**src/verilog/atr_pkg.sv**
```systemverilog
// package: register map, field positions and timing counts for the converter control block
package atr_pkg;
    // register offsets on the plain register port
    localparam logic [3:0] OFS_CTRL_A    = 4'h0;
    localparam logic [3:0] OFS_CTRL_B    = 4'h1;
    localparam logic [3:0] OFS_RES_LOW   = 4'h2;
    localparam logic [3:0] OFS_RES_HIGH  = 4'h3;
    localparam logic [3:0] OFS_DIS_ZERO  = 4'h4;
    localparam logic [3:0] OFS_DIS_ONE   = 4'h5;
    localparam logic [3:0] OFS_AMP_CTRL  = 4'h6;
    // control register a fields
    localparam int CA_START     = 6;
    localparam int CA_AUTO      = 5;
    localparam int CA_DONE      = 4;
    localparam int CA_LEFT      = 3;
    // control register b fields
    localparam int CB_REFPIN    = 5;
    localparam logic [7:0] CB_WMASK  = 8'hef;
    // amp control fields, then the disable one mask and the reset value
    localparam int AMP_EN       = 7;
    localparam int AMP_SRC_LO   = 0;
    localparam logic [7:0] DIS_ONE_MASK = 8'h7f;
    localparam logic [7:0] RST_BYTE = 8'h00;
    // timing, in converter clocks, then trigger source codes
    localparam logic [3:0] CONV_CLKS     = 4'hd;
    localparam logic [3:0] CONV_CLKS_HI  = 4'he;
    localparam logic [3:0] SAMPLE_CLKS   = 4'h2;
    localparam logic [2:0] AMP_DIV_LAST  = 3'h7;
    localparam logic [2:0] AMP_SH_PHASE  = 3'h0;
    localparam logic [3:0] TRIG_FREE     = 4'h0;
    localparam logic [3:0] TRIG_PSTAGE0  = 4'h7;
    localparam logic [3:0] TRIG_COUNT    = 4'he;
endpackage
```
**src/verilog/atr_conv_ctrl.sv**
```systemverilog
// converter control: trigger selection, result registers, input disable, amp sync
//
// Our own choices: the strobed register port and the address map.
`timescale 1ns/1ps
module atr_conv_ctrl (
    input  wire logic        mclk,
    input  wire logic        rst_n,
    input  wire logic [3:0]  reg_addr,
    input  wire logic [7:0]  reg_wdata,
    input  wire logic        reg_wr,
    input  wire logic        reg_rd,
    output logic [7:0]       reg_rdata,
    input  wire logic        adc_clk_tick,
    input  wire logic [13:1] trig_events,
    input  wire logic [2:0]  amp_sync_events,
    input  wire logic        amp_channel_sel,
    input  wire logic        amp_out_changed,
    input  wire logic [9:0]  conv_data,
    input  wire logic        done_vector_ack,
    input  wire logic [7:0]  port_in_zero,
    input  wire logic [6:0]  port_in_one,
    output logic             reference_pin_connect,
    output logic [7:0]       port_read_zero,
    output logic [6:0]       port_read_one,
    output logic [14:0]      input_buf_disable,
    output logic             conv_busy,
    output logic             conv_sample,
    output logic             amp_phase_clock,
    output logic             amp_sample_pulse
);
    typedef enum logic [1:0] {
        ATR_IDLE   = 2'b00,
        ATR_WAIT   = 2'b01,
        ATR_SAMPLE = 2'b10,
        ATR_CONV   = 2'b11
    } atr_state_t;

    // registers
    logic [7:0]  ctrl_a_r;
    logic [7:0]  ctrl_b_r;
    logic [7:0]  dis_zero_r;
    logic [7:0]  dis_one_r;
    logic [7:0]  amp_ctrl_r;
    logic [9:0]  result_r;
    logic        lock_r;
    logic        done_r;
    logic        start_r;
    atr_state_t  state_r;
    logic [3:0]  cnt_r;
    logic [3:0]  len_r;
    logic [2:0]  div_r;
    logic        amp_sync_r;
    logic [13:0] ev_s1_r;
    logic [13:0] ev_s2_r;
    logic [13:0] ev_prev_r;
    logic [2:0]  as_s1_r;
    logic [2:0]  as_s2_r;
    logic [2:0]  as_prev_r;
    logic        trig_pend_r;
    logic [7:0]  pz_s1_r;
    logic [7:0]  pz_s2_r;
    logic [6:0]  po_s1_r;
    logic [6:0]  po_s2_r;

    logic        wr_a;
    logic        trig_hit;
    logic        amp_evt;
    logic        finish;
    logic [7:0]  res_hi;
    logic [7:0]  res_lo;
    logic [3:0]  tsel;

    // register write decode, shared by every write path
    function automatic logic wr_hit(input logic [3:0] a, input logic [3:0] ofs, input logic w);
        wr_hit = w && (a == ofs);
    endfunction

    assign wr_a = wr_hit(reg_addr, atr_pkg::OFS_CTRL_A, reg_wr);
    assign tsel = ctrl_b_r[3:0];

    // two-flop synchronisers for event inputs from other blocks
    always_ff @(posedge mclk) begin
        if (!rst_n) begin
            ev_s1_r   <= 14'h0000;
            ev_s2_r   <= 14'h0000;
            ev_prev_r <= 14'h0000;
            as_s1_r   <= 3'h0;
            as_s2_r   <= 3'h0;
            as_prev_r <= 3'h0;
        end else begin
            ev_s1_r   <= {trig_events, 1'b0};
            ev_s2_r   <= ev_s1_r;
            ev_prev_r <= ev_s2_r;
            as_s1_r   <= amp_sync_events;
            as_s2_r   <= as_s1_r;
            as_prev_r <= as_s2_r;
        end
    end

    // trigger selection; reserved codes never fire
    always_comb begin
        trig_hit = 1'b0;
        if (ctrl_a_r[atr_pkg::CA_AUTO] && tsel < atr_pkg::TRIG_COUNT) begin
            if (tsel == atr_pkg::TRIG_FREE) begin
                trig_hit = finish && !amp_channel_sel;
            end else if (tsel >= atr_pkg::TRIG_PSTAGE0 && tsel <= 4'h9) begin
                // flagless: every event, but only when nothing runs
                trig_hit = ev_s2_r[tsel] && !ev_prev_r[tsel] && state_r == ATR_IDLE;
            end else begin
                trig_hit = ev_s2_r[tsel] && !ev_prev_r[tsel];
            end
        end
    end

    // amp sync source: internal divider or external event edge
    always_comb begin
        case (amp_ctrl_r[atr_pkg::AMP_SRC_LO +: 2])
            2'b00:   amp_evt = adc_clk_tick && div_r == atr_pkg::AMP_SH_PHASE;
            2'b01:   amp_evt = as_s2_r[0] && !as_prev_r[0];
            2'b10:   amp_evt = as_s2_r[1] && !as_prev_r[1];
            2'b11:   amp_evt = as_s2_r[2] && !as_prev_r[2];
            default: amp_evt = 1'b0;
        endcase
    end

    assign finish = state_r == ATR_CONV && adc_clk_tick && cnt_r == len_r;

    // converter clock divided by 8 for the amplifier
    always_ff @(posedge mclk) begin
        if (!rst_n) begin
            div_r <= 3'h0;
        end else if (adc_clk_tick) begin
            div_r <= div_r + 3'h1;
        end
    end

    // amp sample pulse: one amplification per sync event when enabled
    always_ff @(posedge mclk) begin
        if (!rst_n) begin
            amp_sync_r <= 1'b0;
        end else begin
            amp_sync_r <= amp_evt && amp_ctrl_r[atr_pkg::AMP_EN];
        end
    end

    // pending auto trigger for amplified channel waits for next amp event
    always_ff @(posedge mclk) begin
        if (!rst_n) begin
            trig_pend_r <= 1'b0;
        end else if (trig_hit && amp_channel_sel && state_r == ATR_IDLE) begin
            trig_pend_r <= 1'b1;
        end else if (state_r != ATR_WAIT && state_r != ATR_IDLE) begin
            trig_pend_r <= 1'b0;
        end
    end

    // conversion sequencer; a busy converter refuses new starts
    always_ff @(posedge mclk) begin
        if (!rst_n) begin
            state_r <= ATR_IDLE;
            cnt_r   <= 4'h0;
            len_r   <= atr_pkg::CONV_CLKS;
        end else begin
            case (state_r)
                ATR_IDLE: begin
                    if (start_r || trig_hit) begin
                        cnt_r <= 4'h0;
                        len_r <= (amp_channel_sel && div_r[2]) ? atr_pkg::CONV_CLKS_HI
                                                               : atr_pkg::CONV_CLKS;
                        state_r <= (amp_channel_sel && (trig_hit || trig_pend_r)) ? ATR_WAIT : ATR_SAMPLE;
                    end
                end
                ATR_WAIT: begin
                    if (amp_evt) begin
                        state_r <= ATR_SAMPLE;
                    end
                end
                ATR_SAMPLE: begin
                    if (amp_channel_sel && amp_out_changed) begin
                        cnt_r <= 4'h0;
                    end else if (adc_clk_tick) begin
                        cnt_r <= cnt_r + 4'h1;
                        if (cnt_r == atr_pkg::SAMPLE_CLKS - 4'h1) begin
                            state_r <= ATR_CONV;
                        end
                    end
                end
                ATR_CONV: begin
                    if (finish && trig_hit && tsel == atr_pkg::TRIG_FREE) begin
                        // free running goes straight back to sampling, no idle gap
                        cnt_r   <= 4'h0;
                        len_r   <= atr_pkg::CONV_CLKS;
                        state_r <= ATR_SAMPLE;
                    end else if (finish) begin
                        state_r <= ATR_IDLE;
                    end else if (adc_clk_tick) begin
                        cnt_r <= cnt_r + 4'h1;
                    end
                end
                default: state_r <= ATR_IDLE;
            endcase
        end
    end

    // start bit: written one sets, hardware clears on finish
    always_ff @(posedge mclk) begin
        if (!rst_n) begin
            start_r <= 1'b0;
        end else if (wr_a && reg_wdata[atr_pkg::CA_START]) begin
            start_r <= 1'b1;
        end else if (finish) begin
            start_r <= 1'b0;
        end
    end

    // done flag: set wins over either clear
    always_ff @(posedge mclk) begin
        if (!rst_n) begin
            done_r <= 1'b0;
        end else if (finish) begin
            done_r <= 1'b1;
        end else if (done_vector_ack || (wr_a && reg_wdata[atr_pkg::CA_DONE])) begin
            done_r <= 1'b0;
        end
    end

    // plain control registers
    always_ff @(posedge mclk) begin
        if (!rst_n) begin
            ctrl_a_r   <= atr_pkg::RST_BYTE;
            ctrl_b_r   <= atr_pkg::RST_BYTE;
            dis_zero_r <= atr_pkg::RST_BYTE;
            dis_one_r  <= atr_pkg::RST_BYTE;
            amp_ctrl_r <= atr_pkg::RST_BYTE;
        end else begin
            if (wr_a) begin
                ctrl_a_r <= reg_wdata;
            end
            if (wr_hit(reg_addr, atr_pkg::OFS_CTRL_B, reg_wr)) begin
                ctrl_b_r <= reg_wdata & atr_pkg::CB_WMASK;
            end
            if (wr_hit(reg_addr, atr_pkg::OFS_DIS_ZERO, reg_wr)) begin
                dis_zero_r <= reg_wdata;
            end
            if (wr_hit(reg_addr, atr_pkg::OFS_DIS_ONE, reg_wr)) begin
                dis_one_r <= reg_wdata & atr_pkg::DIS_ONE_MASK;
            end
            if (wr_hit(reg_addr, atr_pkg::OFS_AMP_CTRL, reg_wr)) begin
                amp_ctrl_r <= reg_wdata;
            end
        end
    end

    // result capture and low/high read lock
    always_ff @(posedge mclk) begin
        if (!rst_n) begin
            result_r <= 10'h000;
            lock_r   <= 1'b0;
        end else begin
            // a low read in the finish cycle already locks the old word, so the new one is dropped
            if (finish && !lock_r && !(reg_rd && reg_addr == atr_pkg::OFS_RES_LOW)) begin
                result_r <= conv_data;
            end
            if (reg_rd && reg_addr == atr_pkg::OFS_RES_LOW) begin
                lock_r <= 1'b1;
            end else if (reg_rd && reg_addr == atr_pkg::OFS_RES_HIGH) begin
                lock_r <= 1'b0;
            end
        end
    end

    // layout follows left adjust at once, even mid conversion
    always_comb begin
        if (ctrl_a_r[atr_pkg::CA_LEFT]) begin
            res_hi = result_r[9:2];
            res_lo = {result_r[1:0], 6'h00};
        end else begin
            res_hi = {6'h00, result_r[9:8]};
            res_lo = result_r[7:0];
        end
    end

    // read data, one cycle after the strobe
    always_ff @(posedge mclk) begin
        if (!rst_n) begin
            reg_rdata <= 8'h00;
        end else if (reg_rd) begin
            case (reg_addr)
                atr_pkg::OFS_CTRL_A:   reg_rdata <= {ctrl_a_r[7], start_r, ctrl_a_r[5], done_r, ctrl_a_r[3:0]};
                atr_pkg::OFS_CTRL_B:   reg_rdata <= ctrl_b_r;
                atr_pkg::OFS_RES_LOW:  reg_rdata <= res_lo;
                atr_pkg::OFS_RES_HIGH: reg_rdata <= res_hi;
                atr_pkg::OFS_DIS_ZERO: reg_rdata <= dis_zero_r;
                atr_pkg::OFS_DIS_ONE:  reg_rdata <= dis_one_r;
                atr_pkg::OFS_AMP_CTRL: reg_rdata <= amp_ctrl_r;
                default:               reg_rdata <= 8'h00;
            endcase
        end else begin
            reg_rdata <= 8'h00;
        end
    end

    // port input sync then masking by disable bits
    always_ff @(posedge mclk) begin
        if (!rst_n) begin
            pz_s1_r <= 8'h00;
            pz_s2_r <= 8'h00;
            po_s1_r <= 7'h00;
            po_s2_r <= 7'h00;
            port_read_zero    <= 8'h00;
            port_read_one     <= 7'h00;
            input_buf_disable <= 15'h0000;
        end else begin
            pz_s1_r <= port_in_zero;
            pz_s2_r <= pz_s1_r;
            po_s1_r <= port_in_one;
            po_s2_r <= po_s1_r;
            port_read_zero    <= pz_s2_r & ~dis_zero_r;
            port_read_one     <= po_s2_r & ~dis_one_r[6:0];
            input_buf_disable <= {dis_one_r[6:0], dis_zero_r};
        end
    end

    // registered status and analog control outputs
    always_ff @(posedge mclk) begin
        if (!rst_n) begin
            reference_pin_connect <= 1'b0;
            conv_busy        <= 1'b0;
            conv_sample      <= 1'b0;
            amp_phase_clock  <= 1'b0;
            amp_sample_pulse <= 1'b0;
        end else begin
            reference_pin_connect <= ctrl_b_r[atr_pkg::CB_REFPIN];
            conv_busy        <= state_r != ATR_IDLE;
            conv_sample      <= state_r == ATR_SAMPLE;
            amp_phase_clock  <= div_r[2];
            amp_sample_pulse <= amp_sync_r;
        end
    end
endmodule

```
**config.mk**
```make
export PLATFORM = sky130hd
export DESIGN_NAME = atr_conv_ctrl
export DESIGN_NICKNAME = d
export VERILOG_FILES = /design/src/verilog/atr_pkg.sv /design/src/verilog/atr_conv_ctrl.sv
export SDC_FILE = /design/constraint.sdc
export NUM_CORES = 1
export LEC_CHECK = 0
export ABC_AREA = 1
export BUFFER_PORTS_ARGS = -buffer_cell sky130_fd_sc_hd__buf_4
export CAP_MARGIN = 40
export CORE_MARGIN = 2
export CORE_UTILIZATION = 50
export DETAILED_ROUTE_END_ITERATION = 8
export GPL_TIMING_DRIVEN = 0
export PLACE_DENSITY = 0.8
export SLEW_MARGIN = 30
export SYNTH_ARGS = -nofsm -noshare
export SYNTH_HDL_FRONTEND = slang
export SYNTH_SLANG_ARGS = --single-unit
```
**constraint.sdc**
```tcl
create_clock -name mclk -period 1.5 [get_ports mclk]
set_input_delay 0.15 -clock mclk [delete_from_list [all_inputs] [get_ports mclk]]
set_output_delay 0.15 -clock mclk [all_outputs]
set_load 0.05 [all_outputs]
```
==> metrics.cfg <==
[run_status]
run_status = finished with violations
violations = negative setup slack

[power]
total_power_mw = 10.81
peakVddDrop_mv = 0.6883
leakagePower_nw = 4.487
power_density_mw_per_mm2 = 1195

[logic_synthesis]
synth_top_family_by_area = simple AND/OR/NAND/NOR gates
synth_area_sq_mm = 0.006691
synth-compound-area-share_pct = 11.67
synth_area_per_cell_sq_um = 7.569
synth_fa_ha_area_share_pct = 0.7479
synthCells = 884
synth-seq-cells = 183
synth_mux_area_share_pct = 0
yosys.area_share.simple_pct = 20.76
synth.distinct_cells = 31
yosys_warnings = 0
syn-num-nets = 949
synth-xor-area-share_pct = 0.2618
ys_seq_area_share_pct = 54.75

[route]
wl_mm = 18.22
final_antenna_net_count = 0
route.detailed.drc = 0
viasPerCell = 4.966
avgRoutedWirePerCell_um = 14.59
route.vias.total = 6203
drtIter0Drc = 573
drtPass1Iterations = 6

[floorplan]
dieArea_sq_mm = 0.01432
core-area_sq_mm = 0.01314
rows = 42
die_w_um = 119.7
die_h_um = 119.7
start_util_pct = 50.93
pin_count = 104

[timing]
finalSetupViolations = 18
maxSlewViolCount = 0
hold_viol = 0
period_minus_slack_ps = 1762
fmax_mhz = 567.4
slew_headroom_pct = 56.50
fin_ws_ps = -262.4
finClkSkew_ps = 8.250
finalCritPeriodShare_pct = 117.5
holdWs_ps = 14.92
worstMarginPinSlew_ps = 652.6
rsz0062_at_grt = yes
setup-tns-final_ps = -2432

[placed_design]
placed_area_sq_mm = 0.007695
pre_cts_ws_ps = -280.8
portBuffers = 103
place.gp.congestion = 0.9523
place_inst = 1163
dp_hpwl_mm = 11.65

[cells_and_area]
finalInstanceArea_sq_mm = 0.009049
layoutNonFillerInstCount = 1249
nets = 1125
drive_gt1_share_pct = 20.69
diodes = 0
fill_cells = 1011
final_util_pct = 68.88
syn_to_final_growth_pct = 35.23

[cts]
cts_buffer_depth = 2
cts_buffers = 17
cts_max_level = 4
root_buffer = clkbuf_16
cts.sinks = 183
clkTransAtPathRegs_ps = 70
clock_latency_ps = 430
cts_tree = done

[global_routing]
grt.total_usage_pct = 24.44
grt_pass1_vias = 5626
grt_start_max_net_pins = 18
antenna_found_initial = 0
grt_pass1_wl_mm = 27.03
gr-total-overflow = 0

[worst_setup_path]
critical-path-top-delay-family = simple AND/OR/NAND/NOR gates
rr_worst_depth = 15
setup.worst_path.end_class = register
cp_cell_sequence = inv_1 > nand2_1 > nand2_1 > nor2_2 > nand3_1 > a21oi_2 > nand2_2 > nand2_2 > o21ai_1 > clkinv_1 > nand2_4 > inv_2 > nand2_1 > nand2_1 > nor2_1
crit_arrival_ps = 2090
cp.depth = 15
crit_type = reg2reg
cp_common_cell = nand2_1
worst_path_largest_cell_delay_ps = 360
cp_slowest_cell = dfxtp_2
required_ps = 1830
crit_fanout = 4
critPathLaunchType = register
path_buf_inv = 3

[job]
maxCapViolations = 0

[hold_path]
hold_path_class = in2reg
holdPathStages = 3

-- tightest hold or removal path, stage by stage --
cell and delay (ps):
buf_4 90, o21ai_2 50, a21oi_1 110
-- cells by family (layout without fill, tap and decap cells) --
logic type      count (synthesis)  after routing
compound gates                142            142
fa+ha+maj                       4              4
flops                         183            183
buf+inv                       207            396
simple gates                  346            346
xor+xnor                        2              2
-- flip-flops by register name, indices dropped and copies added, names as in the netlist, 3 cells and up --
register           flops
port_read_one          7
as_s1_r                3
as_prev_r              3
dis_zero_r             8
po_s2_r                7
amp_ctrl_r             8
port_read_zero         8
pz_s1_r                8
cnt_r                  4
as_s2_r                3
pz_s2_r                8
ev_prev_r             13
div_r                  3
ctrl_a_r               6
reg_rdata              8
input_buf_disable     15
ev_s2_r               13
dis_one_r              7
ctrl_b_r               7
result_r              10
po_s1_r                7
ev_s1_r               13
-- Yosys cell counts (all sizes together) --
cell | count | share of area [%]
dfxtp | 183 | 55
xor2 | 2 | 0.26
o2111ai | 1 | 0.13
o21ai | 47 | 3.5
and2 | 1 | 0.094
o211ai | 1 | 0.11
nor3 | 3 | 0.22
buf | 4 | 0.43
nand3 | 25 | 2.1
nand4 | 7 | 0.65
a31o | 1 | 0.13
a2111oi | 3 | 0.39
nor2 | 61 | 3.5
a31oi | 2 | 0.19
nand2 | 249 | 14
ha | 4 | 0.75
inv | 175 | 9.8
o22ai | 10 | 0.93
a21oi | 71 | 5.5
clkinv | 2 | 0.11
a221oi | 6 | 0.79
clkbuf | 26 | 1.5
-- cells in the final DEF (no fill, tap or decap), types with 6 or more instances in the layout --
cell           synthesis  final
a21oi_1               68     63
a21oi_2                3      8
a221oi_1               6      6
buf_4                  1    113
clkbuf_1              26     26
clkbuf_16              0     19
dfxtp_1              183    172
dfxtp_4                0      6
dlygate4sd3_1          0     41
inv_1                169    167
nand2_1              245    232
nand2_2                4     15
nand3_1               23     18
nand3_2                1      6
nand4_1                7      7
nor2_1                58     51
o21ai_0               45     36
o21ai_2                0      6
o22ai_1               10     10
-- timing repair --
action,CTS,global route
gates cloned,0,3
hold endpoints to repair,38,3
setup buffers,8,3
pin swaps,5,17
setup endpoints to repair,19,27
hold buffers,38,3
resized for setup,22,60
-- path summary, 6_finish.rpt --
kind         slack, ps                 to    startpoint
min reg2reg        400  port_read_zero[2]    pz_s2_r[2]
max reg2reg       -260           cnt_r[0]      len_r[1]
min                 10        result_r[6]  conv_data[6]
max               -260           cnt_r[0]      len_r[1]
-- per-layer routing --
| layer | track usage (%) | wire (um) | share of wire, % | vias to the layer above |
|---|---|---|---|---|
| met5 | 0 | 0 | 0 | - |
| met4 | 10.29 | 549 | 3.0 | 0 |
| met3 | 4.895 | 1489 | 8.2 | 53 |
| met2 | 40.64 | 8716 | 48 | 308 |
| met1 | 31.04 | 7463 | 41 | 2780 |
| li1 | - | - | - | 3062 |
-- power breakdown --
group | switching [mW] | internal [mW]
logic | 0.803 | 0.506
registers | 0.104 | 5.05
clock network | 1.97 | 2.38
total | 2.88 | 7.93
-- layout make-up --
type | instances | area, sq um | area share [%]
sequential | 183 | 3692 | 40.80
multi-input combinational | 494 | 2399 | 26.51
clock buffer | 19 | 442.9 | 4.895
tap | 176 | 220.2 | 2.434
inverter | 177 | 676.9 | 7.481
clock inverter | 13 | 140.1 | 1.549
timing repair inverter | 1 | 7.507 | 0.08296
timing repair buffer | 157 | 1320 | 14.59
buffer | 29 | 150.1 | 1.659
No activity file was read; power rests on OpenSTA's default activity.
